==> config.mk <==
export PLATFORM = sky130hd
export DESIGN_NAME = scm_ctrl
export DESIGN_NICKNAME = d
export VERILOG_FILES = /design/src/rtl/scm_ctrl.v
export VERILOG_INCLUDE_DIRS = /design/src /design/src/rtl
export SDC_FILE = /design/constraint.sdc
export NUM_CORES = 1
export LEC_CHECK = 0
export BUFFER_PORTS_ARGS = -buffer_cell sky130_fd_sc_hd__clkbuf_2
export CELL_PAD_IN_SITES_DETAIL_PLACEMENT = 1
export CELL_PAD_IN_SITES_GLOBAL_PLACEMENT = 2
export CORE_MARGIN = 4
export CORE_UTILIZATION = 27
export DETAILED_ROUTE_END_ITERATION = 8
export PLACE_DENSITY = 0.68
export SYNTH_ARGS = -nofsm -noshare
export SYNTH_HDL_FRONTEND = slang
export SYNTH_SLANG_ARGS = --single-unit
==> constraint.sdc <==
create_clock -name clk -period 4.3 [get_ports clk]
set_input_delay 0 -clock clk [delete_from_list [all_inputs] [get_ports clk]]
set_output_delay 0 -clock clk [all_outputs]
set_load 0.005 [all_outputs]
==> src/rtl/scm_consts.vh <==
`ifndef SCM_CONSTS_VH
`define SCM_CONSTS_VH
// register byte addresses (one aligned word each)
`define SCM_ADDR_CTRL1    12'h000
`define SCM_ADDR_CTRL2    12'h004
`define SCM_ADDR_BAUD     12'h008
`define SCM_ADDR_STATUS   12'h00C
`define SCM_ADDR_DATA     12'h010
`define SCM_ADDR_POWER    12'h014
// control one fields
`define SCM_C1_RX_FAULT_IRQ_EN 7
`define SCM_C1_MODULE_ENABLE   6
`define SCM_C1_TX_EMPTY_IRQ_EN 5
`define SCM_C1_MASTER_SELECT   4
`define SCM_C1_CLOCK_POLARITY  3
`define SCM_C1_CLOCK_PHASE     2
`define SCM_C1_SELECT_OUT_EN   1
`define SCM_C1_LOW_BIT_FIRST   0
// control two fields
`define SCM_C2_FAULT_FN_EN     4
`define SCM_C2_MASK            8'h1B
// status fields
`define SCM_ST_RX_FULL         7
`define SCM_ST_TX_EMPTY        5
`define SCM_ST_FAULT           4
// power register fields
`define SCM_PW_STOP_LIGHT      0
`define SCM_PW_STOP_DEEP       1
// reset values
`define SCM_C1_RESET           8'h04
`define SCM_C2_RESET           8'h00
`define SCM_BR_RESET           8'h00
`define SCM_BR_MASK            8'h77
`endif

==> src/rtl/scm_ctrl.v <==
// Our own choices: the placing of the registers and register access over APB.
`timescale 1ns/1ps
`include "scm_consts.vh"

module scm_ctrl (
	// system
	input  wire        clk,
	input  wire        rstn,
	// apb slave
	input  wire        psel,
	input  wire        penable,
	input  wire        pwrite,
	input  wire [11:0] paddr,
	input  wire [31:0] pwdata,
	output wire        pready,
	output reg  [31:0] prdata,
	output wire        pslverr,
	// stop-mode wake request from the system controller
	input  wire        stop_wake_irq,
	// serial pins
	input  wire        sclk_in,
	output reg         sclk_out,
	output reg         sclk_oe,
	input  wire        mosi_in,
	output reg         mosi_out,
	output reg         mosi_oe,
	input  wire        miso_in,
	output reg         miso_out,
	output reg         miso_oe,
	input  wire        sel_in,
	output reg         sel_out,
	output reg         sel_oe,
	// status to system
	output wire        irq,
	output wire        sel_pin_is_gpio
);

	localparam ST_IDLE = 2'd0;
	localparam ST_LEAD = 2'd1;
	localparam ST_SHIFT = 2'd2;

	reg  [7:0] ctrl1_r, ctrl2_r, baud_r, txbuf_r, rxbuf_r, shift_r;
	reg        rx_full_r, tx_empty_r, fault_r, txload_r;
	reg        obit_r, sel_hold_r;
	reg        stop_light_r, stop_deep_r;
	reg  [1:0] state_r;
	reg  [3:0] bit_cnt_r;
	reg  [11:0] div_cnt_r;
	reg        phase_r;
	reg  [2:0] sclk_s, mosi_s, miso_s, sel_s;
	reg        sclk_prev_r;

	// decoded controls
	wire en        = ctrl1_r[`SCM_C1_MODULE_ENABLE] & ~stop_light_r & ~stop_deep_r;
	wire master    = ctrl1_r[`SCM_C1_MASTER_SELECT];
	wire clock_polarity      = ctrl1_r[`SCM_C1_CLOCK_POLARITY];
	wire clock_phase      = ctrl1_r[`SCM_C1_CLOCK_PHASE];
	wire lsbf      = ctrl1_r[`SCM_C1_LOW_BIT_FIRST];
	wire select_output_enable      = ctrl1_r[`SCM_C1_SELECT_OUT_EN];
	wire faulten   = ctrl2_r[`SCM_C2_FAULT_FN_EN];
	wire fault_in  = en & master & faulten & ~select_output_enable;
	wire auto_sel  = en & master & faulten & select_output_enable;
	assign sel_pin_is_gpio = ~en | (master & ~faulten);

	// phase 0 marks the sampling edge in both phases; the other edge drives the next bit
	wire trail_now = phase_r ^ clock_phase;
	wire smp_now   = ~phase_r;
	wire last_edge = trail_now & ((bit_cnt_r == 4'd8) | (smp_now & (bit_cnt_r == 4'd7)));

	// apb: zero wait, unmapped reads as zero with error
	wire acc = psel & penable;
	wire wr  = acc & pwrite;
	wire mapped = (paddr <= `SCM_ADDR_POWER) && (paddr[1:0] == 2'b00);
	assign pready  = 1'b1;
	assign pslverr = acc & ~mapped;
	wire wr_c1 = wr & (paddr == `SCM_ADDR_CTRL1);
	wire wr_d  = wr & (paddr == `SCM_ADDR_DATA);
	wire rd_d  = acc & ~pwrite & (paddr == `SCM_ADDR_DATA);

	// interrupt request levels
	assign irq = ~stop_deep_r & ((ctrl1_r[`SCM_C1_RX_FAULT_IRQ_EN] & (rx_full_r | fault_r))
		| (ctrl1_r[`SCM_C1_TX_EMPTY_IRQ_EN] & tx_empty_r));

	// pin synchronisers; edges judged on stages two and three
	always @(posedge clk or negedge rstn) begin
		if (!rstn) begin
			sclk_s <= 3'b000;
			mosi_s <= 3'b000;
			miso_s <= 3'b000;
			sel_s  <= 3'b111;
		end else begin
			sclk_s <= {sclk_s[1:0], sclk_in};
			mosi_s <= {mosi_s[1:0], mosi_in};
			miso_s <= {miso_s[1:0], miso_in};
			sel_s  <= {sel_s[1:0], sel_in};
		end
	end
	wire sclk_stable = (sclk_s[1] == sclk_s[2]) ? sclk_s[2] : sclk_prev_r;
	wire sclk_lvl = sclk_stable ^ clock_polarity;
	wire sclk_lead = sclk_lvl & ~(sclk_prev_r ^ clock_polarity);
	wire sclk_trail = ~sclk_lvl & (sclk_prev_r ^ clock_polarity);
	wire sel_low = (sel_s[1] == sel_s[2]) & ~sel_s[2];
	wire din = master ? miso_s[2] : mosi_s[2];

	// master bit rate: prescale (1..8) times divisor (2..256), half period count
	wire [11:0] half_div = ({9'd0, baud_r[6:4]} + 12'd1) << baud_r[2:0];

	// bit order helpers
	function [7:0] scm_shift;
		input [7:0] v;
		input       lsb;
		input       b;
		begin
			scm_shift = lsb ? {b, v[7:1]} : {v[6:0], b};
		end
	endfunction
	function scm_out;
		input [7:0] v;
		input       lsb;
		begin
			scm_out = lsb ? v[0] : v[7];
		end
	endfunction

	// main sequential logic
	always @(posedge clk or negedge rstn) begin
		if (!rstn) begin
			ctrl1_r      <= `SCM_C1_RESET;
			ctrl2_r      <= `SCM_C2_RESET;
			baud_r       <= `SCM_BR_RESET;
			txbuf_r      <= 8'h00;
			rxbuf_r      <= 8'h00;
			shift_r      <= 8'h00;
			obit_r       <= 1'b0;
			rx_full_r    <= 1'b0;
			tx_empty_r   <= 1'b1;
			fault_r      <= 1'b0;
			txload_r     <= 1'b0;
			stop_light_r <= 1'b0;
			stop_deep_r  <= 1'b0;
			state_r      <= ST_IDLE;
			bit_cnt_r    <= 4'd0;
			div_cnt_r    <= 12'd0;
			phase_r      <= 1'b0;
			sclk_prev_r  <= 1'b0;
		end else if (stop_deep_r) begin
			// module powered down; comes back in reset state on wake
			ctrl1_r    <= `SCM_C1_RESET;
			ctrl2_r    <= `SCM_C2_RESET;
			baud_r     <= `SCM_BR_RESET;
			txbuf_r    <= 8'h00;
			rxbuf_r    <= 8'h00;
			shift_r    <= 8'h00;
			obit_r     <= 1'b0;
			rx_full_r  <= 1'b0;
			tx_empty_r <= 1'b1;
			fault_r    <= 1'b0;
			txload_r   <= 1'b0;
			state_r    <= ST_IDLE;
			bit_cnt_r  <= 4'd0;
			div_cnt_r  <= 12'd0;
			phase_r    <= 1'b0;
			if (stop_wake_irq)
				stop_deep_r <= 1'b0;
		end else if (stop_light_r) begin
			// clocks halted: everything holds, only wake is watched
			if (stop_wake_irq)
				stop_light_r <= 1'b0;
		end else begin
			sclk_prev_r <= sclk_stable;
			// register writes
			if (wr_c1)
				ctrl1_r <= pwdata[7:0];
			if (wr & (paddr == `SCM_ADDR_CTRL2))
				ctrl2_r <= pwdata[7:0] & `SCM_C2_MASK;
			if (wr & (paddr == `SCM_ADDR_BAUD))
				baud_r <= pwdata[7:0] & `SCM_BR_MASK;
			if (wr & (paddr == `SCM_ADDR_POWER)) begin
				stop_light_r <= pwdata[`SCM_PW_STOP_LIGHT];
				stop_deep_r  <= pwdata[`SCM_PW_STOP_DEEP];
			end
			if (wr_d & en) begin
				txbuf_r    <= pwdata[7:0];
				tx_empty_r <= 1'b0;
				txload_r   <= 1'b1;
			end
			if (rd_d)
				rx_full_r <= 1'b0;
			// fault clears on a status read; a new fault wins
			if (acc & ~pwrite & (paddr == `SCM_ADDR_STATUS))
				fault_r <= 1'b0;
			if (fault_in & sel_low) begin
				fault_r <= 1'b1;
				ctrl1_r[`SCM_C1_MASTER_SELECT] <= 1'b0;
				state_r <= ST_IDLE;
			end
			if (!en) begin
				// disabled: abort, flush buffers, idle the machine
				state_r    <= ST_IDLE;
				txload_r   <= 1'b0;
				bit_cnt_r  <= 4'd0;
				div_cnt_r  <= 12'd0;
				phase_r    <= 1'b0;
				rx_full_r  <= 1'b0;
				tx_empty_r <= 1'b1;
			end else if (!(fault_in & sel_low)) begin
				case (state_r)
				ST_IDLE: begin
					if (txload_r & (master | sel_low)) begin
						shift_r    <= txbuf_r;
						obit_r     <= scm_out(txbuf_r, lsbf);
						txload_r   <= 1'b0;
						tx_empty_r <= ~wr_d;
						bit_cnt_r  <= 4'd0;
						div_cnt_r  <= 12'd0;
						phase_r    <= clock_phase;
						state_r    <= master ? ST_LEAD : ST_SHIFT;
					end
				end
				ST_LEAD: begin
					if (div_cnt_r >= half_div - 12'd1) begin
						div_cnt_r <= 12'd0;
						state_r   <= ST_SHIFT;
					end else
						div_cnt_r <= div_cnt_r + 12'd1;
				end
				ST_SHIFT: begin
					// sample on one edge, drive out on the other, so data never moves as it is taken
					if (master ? (div_cnt_r >= half_div - 12'd1) : (sclk_lead | sclk_trail)) begin
						div_cnt_r <= 12'd0;
						phase_r   <= ~phase_r;
						if (smp_now) begin
							shift_r   <= scm_shift(shift_r, lsbf, din);
							bit_cnt_r <= bit_cnt_r + 4'd1;
						end else
							obit_r <= scm_out(shift_r, lsbf);
						// finish on a trailing edge so the last clock pulse is full length
						if (last_edge) begin
							rxbuf_r   <= smp_now ? scm_shift(shift_r, lsbf, din) : shift_r;
							rx_full_r <= 1'b1;
							state_r   <= ST_IDLE;
						end
					end else if (master)
						div_cnt_r <= div_cnt_r + 12'd1;
					if (!master & ~sel_low)
						state_r <= ST_IDLE;
				end
				default: state_r <= ST_IDLE;
				endcase
			end
		end
	end

	// register read data
	always @(posedge clk or negedge rstn) begin
		if (!rstn)
			prdata <= 32'h0000_0000;
		else if (psel & ~penable & ~pwrite) begin
			case (paddr)
			`SCM_ADDR_CTRL1:  prdata <= {24'h00_0000, ctrl1_r};
			`SCM_ADDR_CTRL2:  prdata <= {24'h00_0000, ctrl2_r};
			`SCM_ADDR_BAUD:   prdata <= {24'h00_0000, baud_r};
			`SCM_ADDR_STATUS: prdata <= {24'h00_0000, rx_full_r, 1'b0, tx_empty_r, fault_r, 4'h0};
			`SCM_ADDR_DATA:   prdata <= {24'h00_0000, rxbuf_r};
			`SCM_ADDR_POWER:  prdata <= {30'h0000_0000, stop_deep_r, stop_light_r};
			default:          prdata <= 32'h0000_0000;
			endcase
		end
	end

	// pin drivers
	always @(posedge clk or negedge rstn) begin
		if (!rstn) begin
			sclk_out <= 1'b0;
			sclk_oe  <= 1'b0;
			mosi_out <= 1'b0;
			mosi_oe  <= 1'b0;
			miso_out <= 1'b0;
			miso_oe  <= 1'b0;
			sel_out  <= 1'b1;
			sel_oe   <= 1'b0;
			sel_hold_r <= 1'b0;
		end else begin
			sclk_oe  <= en & master;
			sclk_out <= clock_polarity ^ ((state_r == ST_SHIFT) & (phase_r ^ clock_phase));
			mosi_oe  <= en & master;
			mosi_out <= obit_r;
			miso_oe  <= en & ~master & sel_low;
			miso_out <= obit_r;
			sel_oe   <= auto_sel;
			sel_hold_r <= (state_r != ST_IDLE);
			// select lifts one clock after the last edge so the far side still takes it
			sel_out  <= ~(auto_sel & ((state_r != ST_IDLE) | sel_hold_r));
		end
	end

endmodule

==> impl_metrics.py <==
metrics = {
    "synth": {
        "async_reset_ff_share_pct": 100.0,
        "yosys_most_used_dff": "dfrtp_1",
        "netlist_area_um2": 6253,
        "synth_edf_count": 0,
        "yosysUniqueCellTypes": 85,
        "synth-xor-area-share_pct": 0.9804,
        "synth.yosys.seq_area_share_pct": 38.54,
        "synth_top_family_by_area": "compound AO/OA/AOI/OAI gates",
        "ys_ff_latch": 96,
        "synth_compound_area_share_pct": 22.27,
        "synth-adder-area-share_pct": 4.202,
        "yosys.area_share.simple_pct": 21.17,
        "syn_inst": 675,
        "ys_warn_count": 0,
        "synth_mux_area_share_pct": 5.482,
        "syn_area_per_cell_um2": 9.264,
    },
    "setup_path": {
        "path_cells": "ha_1, nor2_1, or4_1, ha_1, a21boi_0, and4_1, o2111ai_1, ha_1, o21ai_1, o221ai_4, a211oi_4, nor2_1, a221o_1",
        "critical_path_depth": 13,
        "slowest_delay_ns": 0.44,
        "crit_path_end_kind": "flip-flop",
        "cpMaxStageDelayCell": "dfrtp_1",
        "regToRegEndpoint": "bit_cnt_r[3]",
        "timing.rr.start": "baud_r[5]",
        "cp-endpoint": "bit_cnt_r[3]",
        "path_class": "reg2reg",
        "rrSetupSlack_ns": 0.29,
        "cp-start-kind": "flip-flop",
        "r2r_cells": 13,
        "worstPathArrival_ns": 4.25,
        "worstPathMaxFanout": 7,
        "timing.critical_path.buf_inv": 0,
        "crit_top_cell": "ha_1",
        "critPathTopFamily": "compound AO/OA/AOI/OAI gates",
        "startpoint": "baud_r[5]",
        "required_ns": 4.54,
    },
    "final_layout": {
        "final_nets": 796,
        "final_area_um2": 7173,
        "diodes": 0,
        "syn_to_final_growth_pct": 14.71,
        "fillCellCount": 2612,
        "drive_gt1_share_pct": 16.25,
    },
    "placement": {
        "place_area_um2": 6663,
        "gp_congestion": 0.8268,
        "port_buffers": 48,
        "pre_cts_ws_ns": 0.1120,
        "dp.final_hpwl_mm": 14.65,
    },
    "detailed_routing": {
        "ant_nets": 0,
        "post_drt_via_cell_ratio": 5.424,
        "wire_per_inst_um": 19.67,
        "drt_wl_total_mm": 19.88,
        "drt-initial-drc-count": 308,
        "drt-pass1-iter-count": 5,
        "route.detailed.drc": 0,
        "routed-via-count": 5484,
    },
    "power_and_ir_drop": {
        "p_leak_nw": 3.122,
        "p_per_area_nw_per_um2": 266.9,
        "peakVddDrop_mv": 0.1556,
        "p_total_mw": 1.915,
    },
    "timing": {
        "timing.hold.ws_ns": 0.02884,
        "fmaxAchievable_ghz": 0.2492,
        "slew_headroom_pct": 42.57,
        "rsz0062_at_grt": "no",
        "fin_crit_sh_pct": 93.30,
        "setup-tns-final_ns": 0,
        "setup_viol": 0,
        "postLayoutSetupSlackWorst_ns": 0.2879,
        "skew_ns": 0.01523,
        "drv_slew": 0,
        "layout_min_cycle_time_ns": 4.012,
        "hold_viol": 0,
        "worst_pin_slew_ns": 0.8614,
    },
    "clocking": {
        "clkSinkCount": 96,
        "clkTransAtPathRegs_ns": 0.08,
        "numCtsBuffers": 9,
        "cts.path.max_buffers": 2,
        "clk_latency_ns": 0.37,
        "clockRootBuffer": "clkbuf_16",
        "htree_levels": 3,
        "tritoncts": "done",
    },
    "floorplan": {
        "dieArea_um2": 25660,
        "core_um2": 22710,
        "start_util_pct": 27.54,
        "rows": 55,
        "die_h_um": 160.2,
        "fp.dieW_um": 160.2,
        "ios": 98,
    },
    "global_route": {
        "grt_first_pass_wirelength_mm": 32.15,
        "grt_overflow": 0,
        "grt_max_degree": 62,
        "grt_pass1_vias": 5771,
        "antenna_found_initial": 0,
        "grt_usage_pct": 15.58,
    },
    "min_path": {
        "hp-class": "in2reg",
        "hp-start": "pwdata[0]",
    },
    "run": {
        "cap_viol_max_count": 0,
    },
    "outcome": {
        "status": "finished clean",
    },
}
-- synth_stat cells, drive strengths merged, types with 4 or more instances --
cell | number | share of area (%)
dfrtp | 90 | 36
nor2 | 63 | 3.8
buf | 45 | 4.7
nand2 | 45 | 2.7
o21ai | 35 | 2.8
a21oi | 32 | 2.6
nand3 | 29 | 2.4
inv | 25 | 1.5
a31oi | 24 | 2.4
mux2i | 23 | 3.7
ha | 21 | 4.2
clkbuf | 18 | 1.1
nand4 | 14 | 1.4
nor2b | 14 | 1.4
nor3 | 14 | 1.6
o211ai | 14 | 1.8
nand2b | 11 | 1.1
a22o | 9 | 1.3
a311oi | 7 | 0.98
and3 | 7 | 0.70
nand3b | 7 | 0.84
o2111ai | 7 | 1.3
and4 | 6 | 0.88
dfstp | 6 | 2.5
mux2 | 6 | 1.4
or3b | 6 | 0.88
a211o | 5 | 0.70
a211oi | 5 | 0.96
a21bo | 5 | 0.80
and2 | 5 | 0.50
or4 | 5 | 0.60
xnor2 | 5 | 0.70
a21o | 4 | 0.48
a221oi | 4 | 0.56
a222oi | 4 | 0.64
nor3b | 4 | 0.56
nor4b | 4 | 0.66
-- how the worst min path moves through the flow --
| stage | endpoint | slack, ns | cells after the start |
|---|---|---|---|
| floorplan | baud_r[0] | -0.30 | 0 |
| global placement | sel_s[0] | 0.1 | 1 |
| detailed placement | sel_s[0] | 0.09 | 1 |
| CTS | txbuf_r[0] | 0.02 | 2 |
| global route | txbuf_r[0] | 0.009 | 2 |
| finish | txbuf_r[0] | 0.03 | 2 |
-- state kept, by name, indices dropped and copies added, names as in the netlist, 4 cells and up --
register	count
div_cnt_r	12
ctrl1_r	8
txbuf_r	8
ctrl2_r	4
shift_r	8
bit_cnt_r	4
prdata	8
baud_r	6
rxbuf_r	8
-- routing by layer --
layer	up-vias	track usage [%]	share of wire [%]
li1	2556	-	-
met1	2764	21.72	48
met2	135	24.61	46
met3	29	3.613	4.2
met4	0	3.676	1.8
met5	-	0	0
-- area by class of cell --
type	count	area [um^2]	area share [%]
clock buffers	10	239.0	3.332
clock inverters	6	86.33	1.204
inverters	25	93.84	1.308
multi-input cells	514	3510	48.93
flip-flops and latches	96	2410	33.59
well taps	285	356.6	4.971
repair buffers	75	478.0	6.663
-- placed cells by master, fill, tap and decap left out, types with 14 or more instances in the layout --
cell,netlist,layout
dfrtp_1,90,90
nor2_1,63,62
clkbuf_2,0,47
nand2_1,45,45
a21oi_1,32,32
nand3_1,28,28
o21ai_0,29,28
conb_1,2,25
inv_1,24,24
a31oi_1,24,24
mux2i_1,23,23
ha_1,21,21
buf_4,28,15
nand4_1,14,14
nor2b_1,14,14
-- metrics by stage --
stage / std cells / util, %
after floorplan: 698 / -
after global placement: 979 / 29.34
after detailed placement: 979 / 29.34
after CTS: 1008 / 31.34
after global routing: 1011 / 31.59
final: 1011 / 31.59
-- repair_timing --
action	in CTS	in global routing
buffers inserted	0	3
endpoints found under the hold margin	71	0
resized for setup	0	6
setup endpoints to repair	0	24
hold buffers	13	0
-- cell families (layout without fill, tap and decap cells) --
logic type / count (synthesis) / count (layout)
DFF: 96 / 96
AOI/OAI and AO/OA: 188 / 188
buffers and inverters: 88 / 116
other: 2 / 25
xor gates and xnor gates: 7 / 7
muxes: 30 / 30
and+or+nand+nor: 243 / 243
adders and majority gates: 21 / 21
-- power by group --
part | switching [mW] | internal, mW
Clock | 0.414 | 0.483
Sequential | 0.00973 | 0.912
Combinational | 0.0614 | 0.0345
Total | 0.486 | 1.43
(Power assumes the default switching activity.)
